**src/chg_pkg.sv**
```systemverilog
package chg_pkg;

    // register command codes
    localparam logic [7:0]  INPUT_LIMIT_ADDR  = 8'h3f;
    localparam logic [7:0]  CHARGE_AMPS_ADDR  = 8'h14;
    localparam logic [7:0]  CHARGE_VOLTS_ADDR = 8'h15;
    localparam logic [7:0]  MFR_ID_ADDR       = 8'hfe;
    localparam logic [7:0]  DEV_ID_ADDR       = 8'hff;

    // input limit word layout and reset value
    localparam int          FIELD_LSB         = 7;
    localparam int          FIELD_W           = 6;
    localparam logic [15:0] INPUT_LIMIT_RST   = 16'h0080;
    localparam logic [15:0] CHARGE_RST        = 16'h0000;

    // limit figures in mA
    localparam logic [15:0] LIMIT_STEP_MA     = 16'h0100;
    localparam logic [15:0] LIMIT_CAP_MA      = 16'h2afc;

    // watchdog time in seconds and clock rate
    localparam longint      WDOG_TIME_S       = 175;
    localparam longint      CLK_HZ            = 125000000;
    localparam longint      WDOG_CYCLES       = WDOG_TIME_S * CLK_HZ;

    typedef enum logic [2:0] {
        CHG_POR  = 3'b001,
        CHG_IDLE = 3'b010,
        CHG_RUN  = 3'b100
    } chg_state_e;

endpackage : chg_pkg

```
**src/chg_limit_reg.sv**
```systemverilog
`timescale 1ns/1ps
// one 16-bit setting word with registered read data
module chg_limit_reg #(
    parameter logic [15:0] RESET_VALUE = 16'h0000
) (
    input  wire logic        clk,
    input  wire logic        rst_n,
    input  wire logic        ce,
    input  wire logic        wr_en,
    input  wire logic [15:0] wr_data,
    output logic      [15:0] rd_data
);

    always_ff @(posedge clk or negedge rst_n) begin
        if (!rst_n) begin
            rd_data <= RESET_VALUE;
        end else if (ce && wr_en) begin
            rd_data <= wr_data;
        end
    end

endmodule : chg_limit_reg

```
**src/chg_ctrl.sv**
```systemverilog
`timescale 1ns/1ps
//////////////////////////////////////////////////////////////////////////////
// Notes on behaviour
// - input limit field bits 7..12 weigh 256..8192 mA and are summed.
// - bits 0..6 and 13..15 of the input limit word only pick 0 or 256 mA when bits 7..12 are zero.
// - the effective input limit never exceeds 11004 mA.
// - the adapter-good pin floats while adapter detect is high, else low.
// - charging is allowed only while main input is above 7.5 V.
// - a zero charge current or charge voltage setting stops charging.
// - power-fail (sense dropout within 10 mV) blocks charging.
// - all registers sit at reset values while the interface supply is low.
// - no write is accepted while the interface supply is low.
// - after reset, both charge settings must be written before charging.
// - written settings persist whenever the interface supply stays good.
// - charging needs main input, regulator and reference good flags.
// - charging needs the 210 mV sense headroom flag (15 mV hysteresis).
// - limits 1..256 mA act as 256 mA, and reset gives 256 mA.
// - no charge setting write for 175 s ends charging until both rewrite.
//////////////////////////////////////////////////////////////////////////////
module chg_ctrl #(
    parameter longint WDOG_CYCLES = chg_pkg::WDOG_CYCLES
) (
    input  wire logic        clk,
    input  wire logic        nrst,
    input  wire logic        ce,
    input  wire logic        vdd_good,
    input  wire logic        wr_en,
    input  wire logic [7:0]  wr_cmd,
    input  wire logic [15:0] wr_data,
    input  wire logic        adapter_detect_input,
    input  wire logic        main_input_supply_good,
    input  wire logic        gate_driver_regulator_good,
    input  wire logic        reference_good,
    input  wire logic        headroom_ok,
    input  wire logic        power_fail,
    output logic      [15:0] input_limit_ma,
    output logic      [5:0]  input_limit_field,
    output logic             charge_enable,
    output logic             adapter_good_out_o,
    output logic             adapter_good_out_oe,
    output logic             timed_out
);

    //////////////////////////////////////////////////////////////////////////
    // reset release and supply-good qualification
    logic       rst_meta;
    logic       rst_sync;
    logic [1:0] vdd_sync;
    logic       rst_n;

    always_ff @(posedge clk or negedge nrst) begin
        if (!nrst) begin
            rst_meta <= 1'b0;
            rst_sync <= 1'b0;
        end else begin
            rst_meta <= 1'b1;
            rst_sync <= rst_meta;
        end
    end

    always_ff @(posedge clk or negedge nrst) begin
        if (!nrst) begin
            vdd_sync <= 2'b00;
        end else begin
            vdd_sync <= {vdd_sync[0], vdd_good};
        end
    end

    // supply undervoltage holds every register at reset
    assign rst_n = rst_sync & vdd_sync[1];

    //////////////////////////////////////////////////////////////////////////
    // flag synchronisers
    localparam int NFLAG = 6;
    logic [NFLAG-1:0] flag_raw;
    logic [NFLAG-1:0] flag_meta;
    logic [NFLAG-1:0] flag_sync;

    assign flag_raw = {power_fail, headroom_ok, reference_good,
                       gate_driver_regulator_good, main_input_supply_good,
                       adapter_detect_input};

    genvar gi;
    generate
        for (gi = 0; gi < NFLAG; gi++) begin : g_sync
            always_ff @(posedge clk or negedge rst_n) begin
                if (!rst_n) begin
                    flag_meta[gi] <= 1'b0;
                    flag_sync[gi] <= 1'b0;
                end else if (ce) begin
                    flag_meta[gi] <= flag_raw[gi];
                    flag_sync[gi] <= flag_meta[gi];
                end
            end
        end
    endgenerate

    // positions of the flags in flag_raw
    localparam int F_ADAPTER = 0;
    localparam int F_MAIN    = 1;
    localparam int F_REG     = 2;
    localparam int F_REF     = 3;
    localparam int F_HEAD    = 4;
    localparam int F_PFAIL   = 5;

    wire adapter_s = flag_sync[F_ADAPTER];
    wire main_s    = flag_sync[F_MAIN];
    wire reg_s     = flag_sync[F_REG];
    wire ref_s     = flag_sync[F_REF];
    wire head_s    = flag_sync[F_HEAD];
    wire pfail_s   = flag_sync[F_PFAIL];

    //////////////////////////////////////////////////////////////////////////
    // write decode
    function automatic logic hit(input logic [7:0] cmd,
                                 input logic [7:0] addr);
        hit = (cmd == addr);
    endfunction : hit

    wire wr_ok      = wr_en & ce;
    wire wr_limit   = wr_ok & hit(wr_cmd, chg_pkg::INPUT_LIMIT_ADDR);
    wire wr_amps    = wr_ok & hit(wr_cmd, chg_pkg::CHARGE_AMPS_ADDR);
    wire wr_volts   = wr_ok & hit(wr_cmd, chg_pkg::CHARGE_VOLTS_ADDR);

    //////////////////////////////////////////////////////////////////////////
    // setting registers, kept while supply is good
    logic [15:0] input_limit_word;
    logic [15:0] charge_amps_setting;
    logic [15:0] charge_volts_setting;

    chg_limit_reg #(
        .RESET_VALUE (chg_pkg::INPUT_LIMIT_RST)
    ) u_limit (
        .clk     (clk),
        .rst_n   (rst_n),
        .ce      (ce),
        .wr_en   (wr_limit),
        .wr_data (wr_data),
        .rd_data (input_limit_word)
    );

    // charge settings clear at reset, so charging waits for both writes
    always_ff @(posedge clk or negedge rst_n) begin
        if (!rst_n) begin
            charge_amps_setting <= chg_pkg::CHARGE_RST;
        end else if (ce && wr_amps) begin
            charge_amps_setting <= wr_data;
        end
    end

    always_ff @(posedge clk or negedge rst_n) begin
        if (!rst_n) begin
            charge_volts_setting <= chg_pkg::CHARGE_RST;
        end else if (ce && wr_volts) begin
            charge_volts_setting <= wr_data;
        end
    end

    //////////////////////////////////////////////////////////////////////////
    // input limit decode
    localparam int FLSB = chg_pkg::FIELD_LSB;
    localparam int FW   = chg_pkg::FIELD_W;
    localparam logic [5:0] FIELD_RST = chg_pkg::INPUT_LIMIT_RST[FLSB +: FW];

    // bits 12..7 of the word set the limit; the other bits count only when those are zero
    wire [5:0]  field        = input_limit_word[FLSB +: FW];
    // bit 7 weighs 256 mA and each bit above doubles: sum is field * 256
    wire [15:0] limit_sum    = {2'b00, field, 8'h00};
    // a nonzero word below one step still gives one step
    wire        below_step   = (field == 6'h00);
    wire        word_nonzero = (input_limit_word != 16'h0000);
    wire        low_word     = below_step & word_nonzero;
    wire [15:0] limit_floor  = low_word ? chg_pkg::LIMIT_STEP_MA
                                        : limit_sum;
    wire        over_cap     = (limit_floor > chg_pkg::LIMIT_CAP_MA);
    wire [15:0] limit_eff    = over_cap ? chg_pkg::LIMIT_CAP_MA
                                        : limit_floor;

    always_ff @(posedge clk or negedge rst_n) begin
        if (!rst_n) begin
            input_limit_ma    <= chg_pkg::LIMIT_STEP_MA;
            input_limit_field <= FIELD_RST;
        end else if (ce) begin
            input_limit_ma    <= limit_eff;
            input_limit_field <= field;
        end
    end

    //////////////////////////////////////////////////////////////////////////
    // write-both tracking and watchdog
    localparam int WDW = $clog2(WDOG_CYCLES + 1);
    localparam logic [WDW-1:0] WD_LAST = WDW'(WDOG_CYCLES - 1);
    logic [WDW-1:0] wdog_cnt;
    logic           got_amps;
    logic           got_volts;
    wire            any_chg_wr = wr_amps | wr_volts;
    wire            wdog_end   = (wdog_cnt == WD_LAST);
    wire            wdog_fire  = wdog_end & ~any_chg_wr;
    wire            both_got   = got_amps & got_volts;
    // a write in the timeout cycle wins over the clear
    wire            next_got_amps  = wr_amps | (got_amps & ~wdog_fire);
    wire            next_got_volts = wr_volts | (got_volts & ~wdog_fire);

    // counts cycles since the last charge setting write or timeout
    always_ff @(posedge clk or negedge rst_n) begin
        if (!rst_n) begin
            wdog_cnt <= '0;
        end else if (ce) begin
            if (any_chg_wr || wdog_fire) begin
                wdog_cnt <= '0;
            end else begin
                wdog_cnt <= wdog_cnt + WDW'(1);
            end
        end
    end

    always_ff @(posedge clk or negedge rst_n) begin
        if (!rst_n) begin
            got_amps  <= 1'b0;
            got_volts <= 1'b0;
            timed_out <= 1'b0;
        end else if (ce) begin
            got_amps  <= next_got_amps;
            got_volts <= next_got_volts;
            if (wdog_fire) begin
                timed_out <= 1'b1;
            end else if (both_got) begin
                timed_out <= 1'b0;
            end
        end
    end

    //////////////////////////////////////////////////////////////////////////
    // charge qualification
    chg_pkg::chg_state_e state;
    chg_pkg::chg_state_e next_state;

    wire supplies_ok = main_s & reg_s & ref_s;
    wire sense_ok    = head_s & ~pfail_s;
    wire amps_set    = (charge_amps_setting != 16'h0000);
    wire volts_set   = (charge_volts_setting != 16'h0000);
    wire settings_ok = amps_set & volts_set;
    wire armed       = both_got;
    wire qualify     = supplies_ok & sense_ok & settings_ok & armed;

    always_comb begin
        next_state = state;
        case (state)
            chg_pkg::CHG_POR: begin
                if (armed) begin
                    next_state = chg_pkg::CHG_IDLE;
                end
            end
            chg_pkg::CHG_IDLE: begin
                if (!armed) begin
                    next_state = chg_pkg::CHG_POR;
                end else if (qualify) begin
                    next_state = chg_pkg::CHG_RUN;
                end
            end
            chg_pkg::CHG_RUN: begin
                if (!armed) begin
                    next_state = chg_pkg::CHG_POR;
                end else if (!qualify) begin
                    next_state = chg_pkg::CHG_IDLE;
                end
            end
            default: begin
                next_state = chg_pkg::CHG_POR;
            end
        endcase
    end

    // charging only in the run state; a zero setting leaves run at once
    wire next_charge_enable = (next_state == chg_pkg::CHG_RUN);

    always_ff @(posedge clk or negedge rst_n) begin
        if (!rst_n) begin
            state         <= chg_pkg::CHG_POR;
            charge_enable <= 1'b0;
        end else if (ce) begin
            state         <= next_state;
            charge_enable <= next_charge_enable;
        end
    end

    //////////////////////////////////////////////////////////////////////////
    // adapter-good open-drain pin
    // the pin only ever pulls low; released while the adapter is detected
    wire next_pin_oe = ~adapter_s;
    always_ff @(posedge clk or negedge rst_n) begin
        if (!rst_n) begin
            adapter_good_out_o  <= 1'b0;
            adapter_good_out_oe <= 1'b1;
        end else if (ce) begin
            adapter_good_out_o  <= 1'b0;
            adapter_good_out_oe <= next_pin_oe;
        end
    end

endmodule : chg_ctrl

```
**config.mk**
```make
export PLATFORM = sky130hd
export DESIGN_NAME = chg_ctrl
export DESIGN_NICKNAME = d
export VERILOG_FILES = /design/src/chg_pkg.sv /design/src/chg_limit_reg.sv /design/src/chg_ctrl.sv
export SDC_FILE = /design/constraint.sdc
export NUM_CORES = 1
export LEC_CHECK = 0
export ABC_AREA = 1
export BUFFER_PORTS_ARGS = -buffer_cell sky130_fd_sc_hd__buf_2
export CORE_MARGIN = 5
export CORE_UTILIZATION = 60
export CTS_BUF_LIST = sky130_fd_sc_hd__clkbuf_2 sky130_fd_sc_hd__clkbuf_4 sky130_fd_sc_hd__clkbuf_8
export DETAILED_ROUTE_END_ITERATION = 6
export PLACE_DENSITY = 0.81
export SYNTH_ARGS = -nofsm -noshare
export SYNTH_HDL_FRONTEND = slang
export SYNTH_SLANG_ARGS = --single-unit
```
**constraint.sdc**
```tcl
create_clock -name clk -period 4.3 [get_ports clk]
set_clock_uncertainty 0.15 [all_clocks]
set_input_delay 0.215 -clock clk [delete_from_list [all_inputs] [get_ports clk]]
set_output_delay 0.215 -clock clk [all_outputs]
set_load 0.005 [all_outputs]
```
==> summary.md, run 1 <==
| Metric | Value |
|---|---|
| Mux share of post-synthesis cell area | 0% |
| Mean Syn Cell Area | 7.61 um^2 |
| Clock transition at path regs | 80 ps |
| Clk sinks | 120 |
| Vias in the first global route | 5069 |
| Worst EP required | 4520 ps |
| Via count | 5183 |
| Fillers | 772 |
| # diodes | 0 |
| Max Clock Freq | 420 MHz |
| CTS buffer count | 17 |
| R2R Setup Slk | 1920 ps |
| Cts repair resizes | 0 |
| CTS tree | done |
| M1 GR Usage | 31.6% |
| Crit-path cells | ha_1, inv_1, nor2_2, nand2_2, inv_2, nand3_1, nor2_4, o21ai_1, nand2_1, nor2_1 |
| Vias/cell | 5.21 |
| Sum of negative setup slack | 0 ps |
| Routed wire length per instance | 13.7 um |
| PortBufs | 55 |
| Synth top area share | 49.0% |
| Layout cells sized above 1 | 13.6% |
| Most Crowded Layer GR | met2 |
| Yosys cell types | 36 |
| Static leakage | 3.51 nW |
| Worst setup SP type | register |
| Die X | 109 um |
| Final WS setup | 1920 ps |
| YS warnings | 0 |
| Worst-case clock buffer depth | 2 |
| Compound-Gate Fraction of Synth Area | 7.22% |
| Post-CTS setup buffers | 0 |
| Root Driver | clkbuf_8 |
| H-Tree Depth | 4 |
| Met2 Resource Use GR | 43.2% |
| Core box area | 9640 um^2 |
| Pin count of the biggest net entering global routing | 84 |
| Worst skew pair latency | 450 ps |
| GR Util met3 | 7.05% |
| RePlAce Congestion | 0.901 |
| Tmin final | 2380 ps |
| Final Max Slew Viols | 0 |
| Pwr Total | 2.55 mW |
| Mapped Area | 5870 um^2 |
| HP Start | ce |
| Post-DP HPWL | 9.34 mm |
| WS Path Type | reg -> reg |
| Slew HR | 25.4% |
| Initial antenna violation count | 0 |
| Num ports | 61 |
| Crit-path max cell delay | 770 ps |
| GR Overflow Total | 0 |
| ANT nets after route | 0 |
| Final Routed Wirelength | 13.7 mm |
| DRT Pass-1 Iters | 5 |
| Period Utilization, post-route | 55.4% |
| Most area-hungry cell type in the Yosys netlist | dfrtp_1 |
| RSZ-0062 raised after global routing | false |
| Main combinational cell family by area after synthesis | simple AND/OR/NAND/NOR gates |
| FF-to-FF Start | wdog_cnt[0]$_DFFE_PN0P_ |
| Initial DRC count | 427 |
| Finish-stage setup viols | 0 |
| Register Area | 3010 um^2 |
| Area occupied by multi-input gates | 2450 um^2 |
| P&R area growth vs syn | 16.7% |
| Worst Setup SP | wdog_cnt[0]$_DFFE_PN0P_ |
| Final core area utilization | 71.1% |
| Worst vdd ir | 298 uV |
| Hold Path Class | in -> reg |
| Status | complete, no violations |
| Hold Buf Count CTS | 25 |
| Adder-Cell Fraction of Synth Area | 0.213% |
| Final hold violation count | 0 |
| Gr usage total | 25.7% |
| CP max FO | 11 |
| Sequential share of the synthesized area | 51.2% |
| Max Cap Viol | 0 |
| Drc violations | 0 |
| Die Ht | 109 um |
| Synth Area in XOR/XNOR | 1.04% |
| Synth area leaders | dfrtp_1 (49%), nand2_1 (16%), nor2_1 (8.2%) |
| Num rows | 36 |
| First-pass GRT wire length | 23.7 mm |
| Yosys reg bits | 120 |
| CP endpoint kind | register |
| Slowest stage cell, crit path | o21ai_1 |
| Nets | 884 |
| Crit path arrival time | 2600 ps |
| Mapped Cells | 772 |
| Post-Synth Simple-Gate Area | 32.9% |
| Worst-margin pin slew | 1120 ps |
| Initial Util | 60.9% |
| Pre-CTS setup slack | 1510 ps |
| Die ar. | 11900 um^2 |
| Pwr dens | 372 nW/um^2 |
==> sequential cells by signal, indices dropped and copies added, names as in the netlist, 2 cells and up <==
| signal | flops |
|---|---|
| charge_volts_setting | 16 |
| charge_amps_setting | 16 |
| state | 3 |
| wdog_cnt | 35 |
| vdd_sync | 2 |
| u_limit.rd_data | 16 |
| flag_meta | 6 |
| input_limit_field | 6 |
| input_limit_ma | 7 |
==> through the flow <==
| step | hold WS [ps] | std cells | instance area (um^2) |
|---|---|---|---|
| global route | 174 | 994 | 6850 |
| global placement | -132 | 937 | 6190 |
| detailed placement | -127 | 937 | 6190 |
| CTS | 140 | 994 | 6850 |
| finish | 169 | 994 | 6850 |
| floorplan | -231 | 776 | 5890 |
==> layout by cell type, fill, tap and decap left out, types with 6 or more instances in the layout <==
master         netlist  routed
nand2_1            249     249
nor2_1             129     129
dfrtp_1            115     115
o21ai_0             71      71
inv_1               67      66
buf_2                5      55
nand3_1             29      29
dlygate4sd3_1        0      25
clkbuf_8             0      21
nand4_1             17      17
nor3_1              10      10
nor2_2               6       6
conb_1               2       6
==> worst max-delay path: cells and delay by family, from the launching register on <==
family                     cells  cell delay [ps]
AOI/OAI and AO/OA              1              770
and+or+nand+nor                6              590
buffers and inverters          2              140
DFF                            1              400
adders and majority gates      1              250
==> cells in the mapped netlist <==
library cell / instances
buf_4: 10
or2_2: 1
nor2_2: 6
clkbuf_1: 13
inv_2: 3
nor3_2: 1
dfstp_2: 5
nand2_1: 249
buf_2: 5
nand4_1: 17
dfrtp_1: 115
nor3_4: 1
inv_1: 67
xor2_1: 5
nand3_1: 29
o21ai_1: 2
a21oi_1: 3
nor3b_1: 1
nor2_4: 3
nand3b_1: 3
nor2_1: 129
xnor2_1: 2
o21ai_0: 71
nor2_8: 1
o22ai_1: 2
or2_1: 2
a21o_1: 1
conb_1: 2
buf_6: 1
ha_1: 1
a22o_1: 1
nor3_1: 10
buf_1: 1
nand2_2: 5
o21bai_1: 2
nor4_1: 2
==> cell type report <==
cell class,count,area share (%)
flip-flops and latches,120,43.9
multi-input cells,556,35.8
repair buffers,83,8.00
clock buffers,22,4.33
inverters,70,3.87
well taps,133,2.43
clock inverters,10,1.68
==> cell families after synthesis <==
logic type	after synthesis
DFF	120
adders and majority gates	1
and+or+nand+nor	460
xor gates and xnor gates	7
buffers and inverters	100
other	2
AOI/OAI and AO/OA	82
==> worst paths after layout <==
path | end | cells after the start
setup / recovery | wdog_cnt[20]$_DFFE_PN0P_ | 10
hold / removal | main_s$_DFFE_PN0P_ | 4
setup reg to reg | wdog_cnt[20]$_DFFE_PN0P_ | 10
hold reg to reg | vdd_sync[1]$_DFF_PN0_ | 0
max in group asynchronous | input_limit_field[0]$_DFFE_PN1P_ | 3
min in group asynchronous | wdog_cnt[5]$_DFFE_PN0P_ | 2
==> per-layer routing <==
layer / vias up / share of wire (%)
met5: - / 0
li1: 2561 / -
met3: 31 / 5.1
met4: 0 / 2.6
met2: 166 / 50
met1: 2425 / 42
==> power by group <==
| part | switching [mW] | internal, mW | leakage, nW | total [mW] |
|---|---|---|---|---|
| combinational | 0.150 | 0.0984 | 1.73 | 0.249 |
| sequential | 0.0545 | 1.20 | 1.58 | 1.25 |
| clock | 0.464 | 0.583 | 0.205 | 1.05 |
Power figures use the tool's default switching activity.
==> run 2: changes to the inputs <==
Clock period 4.3 ns to 2.4 ns, I/O delays scaled along.
==> run 2 against run 1 <==
  * Count of clock-buffer cells in the layout is 1 higher
  * Wire length is 2.2% higher
  * Cell area is 1.4% higher
  * Via count is 0.46% higher
  * Final cell count is 0.80% higher
  * Non-clock buffer count is 8 higher
  * Maximum frequency is 25% higher
  * Register-to-register slack worse by 1400 ps
  * Hold slack worse by 79 ps
  * Utilization is 0.99 points higher
  * Flip-flop and latch count stayed put
  * Critical endpoint is now wdog_cnt[33]$_DFFE_PN0P_
==> summary.md, run 2 (synthesis results as in run 1) <==
| Metric | Value |
|---|---|
| DRT Pass-1 Iters | 5 |
| Finish-stage setup viols | 0 |
| Tmin final | 1900 ps |
| Max Clock Freq | 525 MHz |
| CP max FO | 15 |
| Initial DRC count | 270 |
| Worst-case clock buffer depth | 2 |
| Root Driver | clkbuf_8 |
| H-Tree Depth | 4 |
| Pin count of the biggest net entering global routing | 49 |
| Worst setup SP type | register |
| Core box area | 9640 um^2 |
| Final Max Slew Viols | 0 |
| Period Utilization, post-route | 79.3% |
| Status | complete, no violations |
| Commonest non-fill, non-tap cell in the layout | nand2_1 |
| Initial Util | 60.9% |
| CTS buffer count | 17 |
| Via count | 5207 |
| ANT nets after route | 0 |
| Largest Register | wdog_cnt |
| Pwr dens | 659 nW/um^2 |
| Post-CTS setup buffers | 0 |
| CP endpoint kind | register |
| Fillers | 743 |
| Vias/cell | 5.20 |
| Nets | 892 |
| Worst-margin pin slew | 520 ps |
| Die X | 109 um |
| Vias in the first global route | 5302 |
| Worst EP required | 2580 ps |
| Num rows | 36 |
| Commonest cells after routing, fill and taps aside | nand2_1 (249), nor2_1 (129), dfrtp_1 (115), o21ai_0 (71), inv_1 (66) |
| Initial antenna violation count | 0 |
| Slowest stage cell, crit path | dfrtp_1 |
| Die ar. | 11900 um^2 |
| Sum of negative setup slack | 0 ps |
| Num ports | 61 |
| GR Overflow Total | 0 |
| Pre-CTS setup slack | 510 ps |
| Area occupied by multi-input gates | 2450 um^2 |
| Crit-path cells | ha_1, inv_1, nor2_2, nand2_2, inv_2, nand3_1, nor2_4, nor2_4, nor2_8, nor2_1 |
| Final Routed Wirelength | 14.0 mm |
| PortBufs | 55 |
| RSZ-0062 raised after global routing | false |
| Static leakage | 3.55 nW |
| CTS tree | done |
| Crit-path max cell delay | 380 ps |
| Max Cap Viol | 0 |
| Layout cells sized above 1 | 14.3% |
| Routed wire length per instance | 13.9 um |
| Final hold violation count | 0 |
| Drc violations | 0 |
| Final WS setup | 496 ps |
| Gr usage total | 26.4% |
| WS Path Type | reg -> reg |
| Worst vdd ir | 603 uV |
| Post-DP HPWL | 9.69 mm |
| R2R Setup Slk | 500 ps |
| Register Area | 3010 um^2 |
| First-pass GRT wire length | 24.2 mm |
| # diodes | 0 |
| Largest register FFs | 35 |
| Worst skew pair latency | 450 ps |
| Hold Path Class | in -> reg |
| Clock transition at path regs | 70 ps |
| Cell repeated most along the worst path | nor2_4 |
| Crit path arrival time | 2090 ps |
| Die Ht | 109 um |
| Slew HR | 65.3% |
| P&R area growth vs syn | 18.3% |
| Clk sinks | 120 |
| RePlAce Congestion | 0.929 |
==> run 2: area by class of cell <==
type,count,area share (%)
clock buffer,23,4.38
clock inverter,9,1.64
inverter,70,3.84
multi-input combinational,556,35.3
sequential,120,43.3
tap,133,2.40
timing repair buffer,91,9.15
==> run 2: worst paths after layout <==
path,cells past startpoint,from,end
setup reg to reg,10,wdog_cnt[1]$_DFFE_PN0P_,wdog_cnt[33]$_DFFE_PN0P_
hold / removal,4,wr_cmd[0],got_volts$_DFFE_PN0P_
setup / recovery,10,wdog_cnt[1]$_DFFE_PN0P_,wdog_cnt[33]$_DFFE_PN0P_
min in group asynchronous,2,vdd_sync[1]$_DFF_PN0_,wdog_cnt[23]$_DFFE_PN0P_
hold reg to reg,2,vdd_sync[1]$_DFF_PN0_,wdog_cnt[23]$_DFFE_PN0P_
max in group asynchronous,3,rst_sync$_DFF_PN0_,adapter_good_out_oe$_DFFE_PN1P_
==> run 2: metrics by stage <==
step	cells	power [mW]	hold slack (ps)	util, %	instance area, um^2
after floorplan	776	2.55	-326	-	5890
after global placement	944	2.68	-227	65.0	6270
after detailed placement	944	2.69	-223	65.0	6270
after CTS	1002	4.60	65.3	72.1	6950
after global routing	1002	4.79	123	72.1	6950
final	1002	4.58	89.4	72.1	6950
==> run 2: power breakdown <==
part | switching [mW] | internal [mW]
registers | 0.0978 | 2.14
clock network | 0.822 | 1.06
logic | 0.268 | 0.186
total | 1.19 | 3.39
==> run 2: routing by layer <==
metal	GRT usage (%)	vias up	share of wire [%]
met5	0	-	0
met4	11.1	0	3.0
met3	7.64	44	5.5
met2	43.9	149	50
met1	32.0	2427	41
li1	-	2587	-
==> run 2: repair_timing <==
| item | CTS | global route |
|---|---|---|
| hold buffers | 26 | 0 |
| gates resized for setup | 0 | 0 |
| endpoints found under the hold margin | 63 | 0 |
==> run 2: critical path: cells and delay by family, from the launching register on <==
kind | cells | cell delay [ps]
adders and majority gates | 1 | 220
buffers and inverters | 2 | 140
DFF | 1 | 380
and+or+nand+nor | 7 | 900
